==> src/common/hsa_pkg.sv <==
// Purpose: constants shared by the hot-swap status/alert logic
// Assumes: 12-bit current results, 8-bit registers
// Notes:   extended register indices as the device decodes them
package hsa_pkg;
    localparam int         HSA_DATA_W        = 8;
    localparam int         HSA_ADC_W         = 12;
    localparam int         HSA_ADDR_W        = 7;
    // extended register addresses
    localparam logic [6:0] HSA_ADDR_ALERT_EN = 7'h01;
    localparam logic [6:0] HSA_ADDR_IRQ_CURRENT_THRESHOLD = 7'h02;
    localparam logic [6:0] HSA_ADDR_CONTROL  = 7'h03;
    // alert-enable fields
    localparam int         HSA_EN_SINGLE     = 0;
    localparam int         HSA_EN_FOUR       = 1;
    localparam int         HSA_EN_HSFAIL     = 2;
    localparam int         HSA_EN_OFF        = 3;
    localparam int         HSA_EN_CLEAR      = 4;
    localparam int         HSA_EN_W          = 4;
    localparam logic [3:0] HSA_EN_RESET      = 4'h4;
    // control fields
    localparam int         HSA_CTL_SOFTWARE_SHUTDOWN     = 0;
    // threshold reset: adc full scale
    localparam logic [7:0] HSA_TH_RESET      = 8'hFF;
    // status bits
    localparam int         HSA_ST_ADC_LIVE   = 0;
    localparam int         HSA_ST_ADC_ALERT  = 1;
    localparam int         HSA_ST_AOC_OFF    = 2;
    localparam int         HSA_ST_HS_FAIL    = 3;
    localparam int         HSA_ST_OFF        = 4;
    localparam int         HSA_ST_OFF_ALERT  = 5;
    // conversion history depths
    localparam int         HSA_LIVE_DEPTH    = 3;
    localparam int         HSA_FOUR_DEPTH    = 4;
    localparam int         HSA_HIST_W        = 4;
endpackage

==> src/common/hsa_cmp_if.sv <==
// Purpose: carries conversion results and trip decisions between modules
// Assumes: single clock domain
// Notes:   none
`timescale 1ns/100ps
`default_nettype none
interface hsa_cmp_if;
    logic        conv_valid;
    logic [11:0] conv_current;
    logic [7:0]  threshold;
    logic        live_trip;
    logic        single_trip;
    logic        four_trip;
    modport tracker (
        input  conv_valid, conv_current, threshold,
        output live_trip, single_trip, four_trip
    );
    modport user (
        output conv_valid, conv_current, threshold,
        input  live_trip, single_trip, four_trip
    );
endinterface
`default_nettype wire

==> src/logic/hsa_conv_tracker.sv <==
// Purpose: tracks over-threshold history of current conversions
// Assumes: conv_valid pulses once per finished conversion
// Notes:   trips are registered, one cycle after conv_valid
`timescale 1ns/100ps
`default_nettype none
module hsa_conv_tracker
    import hsa_pkg::*;
(
    // clock and reset
    input  wire logic     sys_clk,
    input  wire logic     rst_n,
    // comparison channel
    hsa_cmp_if.tracker    cmp
);
    logic [HSA_HIST_W-1:0] hist_reg;
    logic [HSA_HIST_W-1:0] hist_next;
    logic                  over;

    // upper eight bits of the result against the threshold
    assign over = cmp.conv_current[HSA_ADC_W-1 -: HSA_DATA_W] > cmp.threshold;
    assign hist_next = {hist_reg[HSA_HIST_W-2:0], over};

    always_ff @(posedge sys_clk or negedge rst_n) begin
        if (!rst_n) begin
            hist_reg <= '0;
        end else if (cmp.conv_valid) begin
            hist_reg <= hist_next;
        end
    end

    // live flag: last three conversions all over
    assign cmp.live_trip   = &hist_reg[HSA_LIVE_DEPTH-1:0];
    assign cmp.single_trip = hist_reg[0];
    // four consecutive conversions over
    assign cmp.four_trip   = &hist_reg[HSA_FOUR_DEPTH-1:0];
endmodule
`default_nettype wire

==> src/logic/hsa_status_alert.sv <==
// Purpose: status byte, alert enables and open-drain alert of a hot-swap
//          controller
// Assumes: register writes arrive as one-cycle strobes from the serial
//          front end; status is read as a byte
// Notes:   latch-off or auto-retry reporting of the analog over-current status bit chosen by a parameter
`timescale 1ns/100ps
`default_nettype none
module hsa_status_alert
    import hsa_pkg::*;
#(
    parameter bit LATCH_OFF = 1'b1
)
(
    // clock and reset
    input  wire logic                  sys_clk,
    input  wire logic                  rst_n,
    // register writes from the serial front end
    input  wire logic                  reg_wr,
    input  wire logic [HSA_ADDR_W-1:0] reg_addr,
    input  wire logic [HSA_DATA_W-1:0] reg_wdata,
    // conversion results
    input  wire logic                  conv_valid,
    input  wire logic [HSA_ADC_W-1:0]  conv_current,
    // hot-swap core
    input  wire logic                  on_pin,
    input  wire logic                  analog_oc_off,
    input  wire logic                  hotswap_fail,
    output logic                       hotswap_force_off,
    // register read back
    output logic [HSA_DATA_W-1:0]      alert_status_byte,
    output logic [HSA_DATA_W-1:0]      alert_enable_byte,
    output logic [HSA_DATA_W-1:0]      irq_current_threshold,
    // open-drain alert pin
    output logic                       irq_out_n_o,
    output logic                       irq_out_n_oe_n
);
    import hsa_pkg::*;

    logic [HSA_EN_W-1:0]   en_reg;
    logic [HSA_DATA_W-1:0] th_reg;
    logic                  software_shutdown;
    logic                  clear_req;
    logic                  adc_alert_reg;
    logic                  hotswap_fail_latched;
    logic                  off_alert_reg;
    logic                  off_prev_reg;
    logic                  adc_overcurrent_live;
    logic                  analog_overcurrent_off;
    logic                  off_state;
    logic                  adc_trip;
    logic                  off_rise;
    logic                  alert_next;
    logic [HSA_DATA_W-1:0] status_next;

    hsa_cmp_if cmp ();

    function automatic logic wr_hit(input logic [HSA_ADDR_W-1:0] a);
        return reg_wr && (reg_addr == a);
    endfunction

    assign cmp.conv_valid   = conv_valid;
    assign cmp.conv_current = conv_current;
    assign cmp.threshold    = th_reg;

    hsa_conv_tracker u_tracker (
        .sys_clk (sys_clk),
        .rst_n   (rst_n),
        .cmp     (cmp)
    );

    // enables; clear is a one-cycle pulse, never stored
    always_ff @(posedge sys_clk or negedge rst_n) begin
        if (!rst_n) begin
            en_reg <= HSA_EN_RESET;
        end else if (wr_hit(HSA_ADDR_ALERT_EN)) begin
            en_reg <= reg_wdata[HSA_EN_W-1:0];
        end
    end
    assign clear_req = wr_hit(HSA_ADDR_ALERT_EN) && reg_wdata[HSA_EN_CLEAR];

    always_ff @(posedge sys_clk or negedge rst_n) begin
        if (!rst_n) begin
            th_reg <= HSA_TH_RESET;
        end else if (wr_hit(HSA_ADDR_IRQ_CURRENT_THRESHOLD)) begin
            th_reg <= reg_wdata;
        end
    end

    always_ff @(posedge sys_clk or negedge rst_n) begin
        if (!rst_n) begin
            software_shutdown <= 1'b0;
        end else if (wr_hit(HSA_ADDR_CONTROL)) begin
            software_shutdown <= reg_wdata[HSA_CTL_SOFTWARE_SHUTDOWN];
        end
    end

    // software off acts just like the on-input going low
    assign off_state = !on_pin || software_shutdown;
    assign adc_overcurrent_live = cmp.live_trip;
    assign adc_trip = (en_reg[HSA_EN_SINGLE] && cmp.single_trip)
                   || (en_reg[HSA_EN_FOUR] && cmp.four_trip);
    assign off_rise = off_state && !off_prev_reg;

    always_ff @(posedge sys_clk or negedge rst_n) begin
        if (!rst_n) begin
            off_prev_reg <= 1'b0;
        end else begin
            off_prev_reg <= off_state;
        end
    end

    // latched flags: a set in the clear cycle wins
    always_ff @(posedge sys_clk or negedge rst_n) begin
        if (!rst_n) begin
            adc_alert_reg <= 1'b0;
        end else if (adc_trip) begin
            adc_alert_reg <= 1'b1;
        end else if (clear_req) begin
            adc_alert_reg <= 1'b0;
        end
    end

    always_ff @(posedge sys_clk or negedge rst_n) begin
        if (!rst_n) begin
            hotswap_fail_latched <= 1'b0;
        end else if (hotswap_fail && en_reg[HSA_EN_HSFAIL]) begin
            hotswap_fail_latched <= 1'b1;
        end else if (clear_req) begin
            hotswap_fail_latched <= 1'b0;
        end
    end

    // edge-caused so a held-off pin does not re-set after clear
    always_ff @(posedge sys_clk or negedge rst_n) begin
        if (!rst_n) begin
            off_alert_reg <= 1'b0;
        end else if (off_rise && en_reg[HSA_EN_OFF]) begin
            off_alert_reg <= 1'b1;
        end else if (clear_req) begin
            off_alert_reg <= 1'b0;
        end
    end

    // latch-off parts with the fail enable set mirror the fail flag; others show live state
    assign analog_overcurrent_off = (LATCH_OFF && en_reg[HSA_EN_HSFAIL])
                                  ? hotswap_fail_latched
                                  : analog_oc_off;

    // reading has no side effect; top bits zero
    always_comb begin
        status_next = '0;
        status_next[HSA_ST_ADC_LIVE]  = adc_overcurrent_live;
        status_next[HSA_ST_ADC_ALERT] = adc_alert_reg;
        status_next[HSA_ST_AOC_OFF]   = analog_overcurrent_off;
        status_next[HSA_ST_HS_FAIL]   = hotswap_fail_latched;
        status_next[HSA_ST_OFF]       = off_state;
        status_next[HSA_ST_OFF_ALERT] = off_alert_reg;
    end

    // flags only set through enabled sources, so reset is silent
    assign alert_next = adc_alert_reg || hotswap_fail_latched || off_alert_reg;

    always_ff @(posedge sys_clk or negedge rst_n) begin
        if (!rst_n) begin
            alert_status_byte     <= '0;
            alert_enable_byte     <= '0;
            irq_current_threshold <= HSA_TH_RESET;
            hotswap_force_off     <= 1'b0;
        end else begin
            alert_status_byte     <= status_next;
            alert_enable_byte     <= {{(HSA_DATA_W-HSA_EN_W){1'b0}}, en_reg};
            irq_current_threshold <= th_reg;
            hotswap_force_off     <= off_state;
        end
    end

    // open drain: output always low, enable low pulls the pin
    always_ff @(posedge sys_clk or negedge rst_n) begin
        if (!rst_n) begin
            irq_out_n_o    <= 1'b0;
            irq_out_n_oe_n <= 1'b1;
        end else begin
            irq_out_n_o    <= 1'b0;
            irq_out_n_oe_n <= !alert_next;
        end
    end
endmodule
`default_nettype wire

==> config.mk <==
export PLATFORM = sky130hd
export DESIGN_NAME = hsa_status_alert
export DESIGN_NICKNAME = d
export VERILOG_FILES = /design/src/common/hsa_pkg.sv /design/src/common/hsa_cmp_if.sv /design/src/logic/hsa_conv_tracker.sv /design/src/logic/hsa_status_alert.sv
export SDC_FILE = /design/constraint.sdc
export NUM_CORES = 1
export LEC_CHECK = 0
export BUFFER_PORTS_ARGS = -buffer_cell sky130_fd_sc_hd__buf_2
export CAP_MARGIN = 20
export CORE_MARGIN = 8
export CORE_UTILIZATION = 45
export DETAILED_ROUTE_END_ITERATION = 8
export PLACE_DENSITY = 0.73
export SLEW_MARGIN = 5
export SYNTH_ARGS = -nofsm -noshare
export SYNTH_HDL_FRONTEND = slang
export SYNTH_HIERARCHICAL = 1
export SYNTH_SLANG_ARGS = --single-unit
export TNS_END_PERCENT = 1
==> constraint.sdc <==
create_clock -name sys_clk -period 2.2 [get_ports sys_clk]
set_clock_uncertainty 0.2 [all_clocks]
set_input_delay 0.11 -clock sys_clk [delete_from_list [all_inputs] [get_ports sys_clk]]
set_output_delay 0.11 -clock sys_clk [all_outputs]
set_load 0.01 [all_outputs]
==> flow_summary_export.csv <==
group,metric,value,unit
setup_path,path_depth,6,
layout,antenna-diode-count,0,
setup_path,cpPeakStageDelay,570,ps
clock_network,cts_made_buffers,5,
layout,area_delta_synth_final,33.75,%
route,wl_per_cell,14.68,um
yosys,synth.largest_area_cell,"dfrtp_1",
yosys,syn_inst,110,
timing,fin_worst_hold_slack,13.58,ps
setup_path,crit_fanout,4,
timing,setup_viol,0,
place,dpl_cell_area,0.001871,sq mm
yosys,ys_types,27,
die,io_pins,61,
global_routing,use_met1,13.57,%
route,drc,0,
setup_path,reg2reg_to,"u_tracker/hist_reg[0]",
yosys,synth_top_area_share,32.74,%
clock_network,clk_pin_slew,110,ps
route,vias_per_cell,4.717,
yosys,synth.most_common_cell,"dfrtp_1",
status,outcome,"finished clean",
layout,fillers,268,
global_routing,grt_usage,12.14,%
worst_hold_path,hold_path.class,"input pin to register",
place,hpwl,2434,um
die,dieHeight,75.73,um
die,die_x,75.73,um
yosys,synth_area_leaders,"dfrtp_1 (33%), dfstp_2 (29%), mux2_2 (11%)",
pwr,p_leak,1.032,nW
setup_path,ff2ff_path_depth,6,
worst_hold_path,min_from,"reg_addr[5]",
worst_hold_path,min_path_cells,4,
setup_path,cp.arrival,2080,ps
yosys,yosysSeqAreaShare,62.20,%
place,place_ws,426.7,ps
die,core,0.003390,sq mm
pwr,netSwitchingPower,0.4039,mW
global_routing,first_global_vias,1128,
pwr,p_seq_share,53.5,%
timing,setup_tns,0,ps
yosys,netlist_area,0.001605,sq mm
setup_path,crit_family,"buffers and inverters",
setup_path,slowest_stage,"dlygate4sd3_1",
timing,period_share,93.35,%
global_routing,grt_util_met2,20.52,%
place,numPortBuffers,49,
timing,rsz0062_at_grt,"false",
global_routing,grt.overflow.total,0,
timing,finalHoldViolCount,0,
clock_network,clkLatencyLatePin,340,ps
yosys,synthFlopType,"dfrtp_1",
pwr,powerDensity,775.7,mW/mm^2
yosys,ys_ff_latch,39,
layout,final_util,63.34,%
flow_run,max_cap_violations,0,
setup_path,cp_cell_sequence,"dlygate4sd3_1 -> buf_2 -> nor2b_1 -> nand4_1 -> a22o_1 -> dlygate4sd3_1",
clock_network,h-tree-depth,2,
layout,drive_above_1_share,51.63,%
timing,fmax,0.4869,GHz
die,die_area,0.005734,sq mm
global_routing,grt_pass1_wl,5181,um
global_routing,grt_max_degree,40,
pwr,internal_power,1.262,mW
setup_path,crit_top_cell,"dlygate4sd3_1",
pwr,pwr-share-comb,17.2,%
yosys,ys_warn_count,6,
pwr,switching_share,24.25,%
global_routing,grtUsageMet3,4.605,%
yosys,synth_edf_count,0,
route,vias,1085,
pwr,peakVddDrop,0.0003986,V
timing,tightest_slew,821.0,ps
timing,slew-limit-headroom,45.26,%
setup_path,crit_path_start,"reg_addr[6]",
layout,layout.nets,225,
setup_path,r2r_start,"cmp.threshold[1]",
setup_path,worstPathRequired,2220,ps
yosys,synthArstFlopShare,100.0,%
route,ant_nets,0,
setup_path,endpoint_kind,"register",
yosys,syn_area_per_cell,14.59,sq um
route,first_pass_iters,4,
timing,drv_slew,0,
clock_network,clockBufferDepth,2,
timing,min_period,2054,ps
worst_hold_path,hold_end,"adc_alert_reg",
global_routing,busiest_layer,"met2",
route,wl,3377,um
setup_path,cp.buffers_inverters,3,
yosys,synth_common_cells,"dfrtp_1 (21), dfstp_2 (18), mux2_2 (16), inv_1 (9)",
die,rows,21,
place,gp_congestion,0.7261,
setup_path,crit_type,"input pin to register",
layout,seqCellArea,998.5,sq um
layout,multi_input_area,535.5,sq um
clock_network,cts_tree,"built",
setup_path,ff2ff_setup_slack,420,ps
clock_network,clock-sinks,39,
global_routing,antenna_found_initial,0,
clock_network,root_buffer,"clkbuf_4",
die,start_util,47.36,%
timing,setup_ws,146.3,ps
route,drt_iter0_markers,43,
layout,final_area,0.002147,sq mm
setup_path,startpoint_type,"input pin",
pwr,p_clk_share,29.3,%
worst max path at each step:
stage | slack [ps] | endpoint
global route | 90 | hotswap_fail_latched
CTS | 220 | hotswap_fail_latched
global placement | 480 | u_tracker/hist_reg[0]
floorplan | 520 | u_tracker/hist_reg[0]
detailed placement | 430 | u_tracker/hist_reg[0]
finish | 150 | hotswap_fail_latched
power by group through the flow:
| stage | registers [mW] | clock network [mW] | logic [mW] |
|---|---|---|---|
| 3_3_place_gp | 0.899 | 0 | 0.244 |
| 2_1_floorplan | 0.920 | 0 | 0.121 |
| 4_1_cts | 0.893 | 0.499 | 0.289 |
| 6_report | 0.891 | 0.488 | 0.287 |
| 5_1_grt | 0.906 | 0.518 | 0.316 |
| 3_5_place_dp | 0.905 | 0 | 0.254 |
cell usage in the layout (no fill, tap or decap), types with 2 or more instances in the layout:
| cell type | count |
|---|---|
| ha_1 | 8 |
| a21oi_1 | 4 |
| nor2b_1 | 2 |
| clkbuf_4 | 5 |
| conb_1 | 7 |
| dfstp_2 | 18 |
| buf_2 | 49 |
| a22o_1 | 2 |
| dfrtp_1 | 21 |
| mux2_2 | 16 |
| dlygate4sd3_1 | 19 |
| nand2_1 | 2 |
| inv_1 | 9 |
| nand4_1 | 4 |
through the flow:
stage,cells,total power [mW]
detailed placement,203,1.160
global placement,203,1.143
floorplan,116,1.042
global route,230,1.740
CTS,230,1.681
finish,230,1.665
layer usage:
| layer | share of wire, % | vias to the layer above | routed length (um) |
|---|---|---|---|
| met4 | 1.2 | 0 | 42 |
| met1 | 39 | 521 | 1328 |
| li1 | - | 516 | - |
| met3 | 9.9 | 6 | 334 |
| met2 | 49 | 42 | 1671 |
| met5 | 0 | - | 0 |
layout make-up:
| type | count | share of cell area, % |
|---|---|---|
| Tap cell | 46 | 2.681 |
| Inverter | 9 | 1.573 |
| Sequential cell | 39 | 46.50 |
| Timing Repair Buffer | 68 | 20.28 |
| Clock buffer | 6 | 2.389 |
| Clock inverter | 2 | 1.632 |
| Multi-Input combinational cell | 60 | 24.94 |
timing repair:
action / 4_1_cts / 5_1_grt
resized for setup: 0 / 0
hold endpoints to repair: 43 / 0
hold buffers: 19 / 0
setup buffers: 0 / 0
worst register-to-register path: stages, from the launching register on:
cell and delay (ps):
dfstp_2 560, inv_1 50, ha_1 310, nor2b_4 140, o211ai_2 120, a21oi_1 80, o221a_1 220
logic make-up (layout without fill, tap and decap cells):
group / count (synthesis) / in the layout / share of synthesized area [%]
AO/OA/AOI/OAI: 11 / 11 / 5.378
adder cells (fa/ha/maj): 8 / 8 / 6.236
buffers and inverters: 17 / 85 / 5.846
flip-flops: 39 / 39 / 62.20
multiplexers: 17 / 17 / 11.92
other: 1 / 7 / 0.2336
AND/OR/NAND/NOR: 17 / 17 / 8.184
Note: power is estimated with default switching activity, not from simulation.
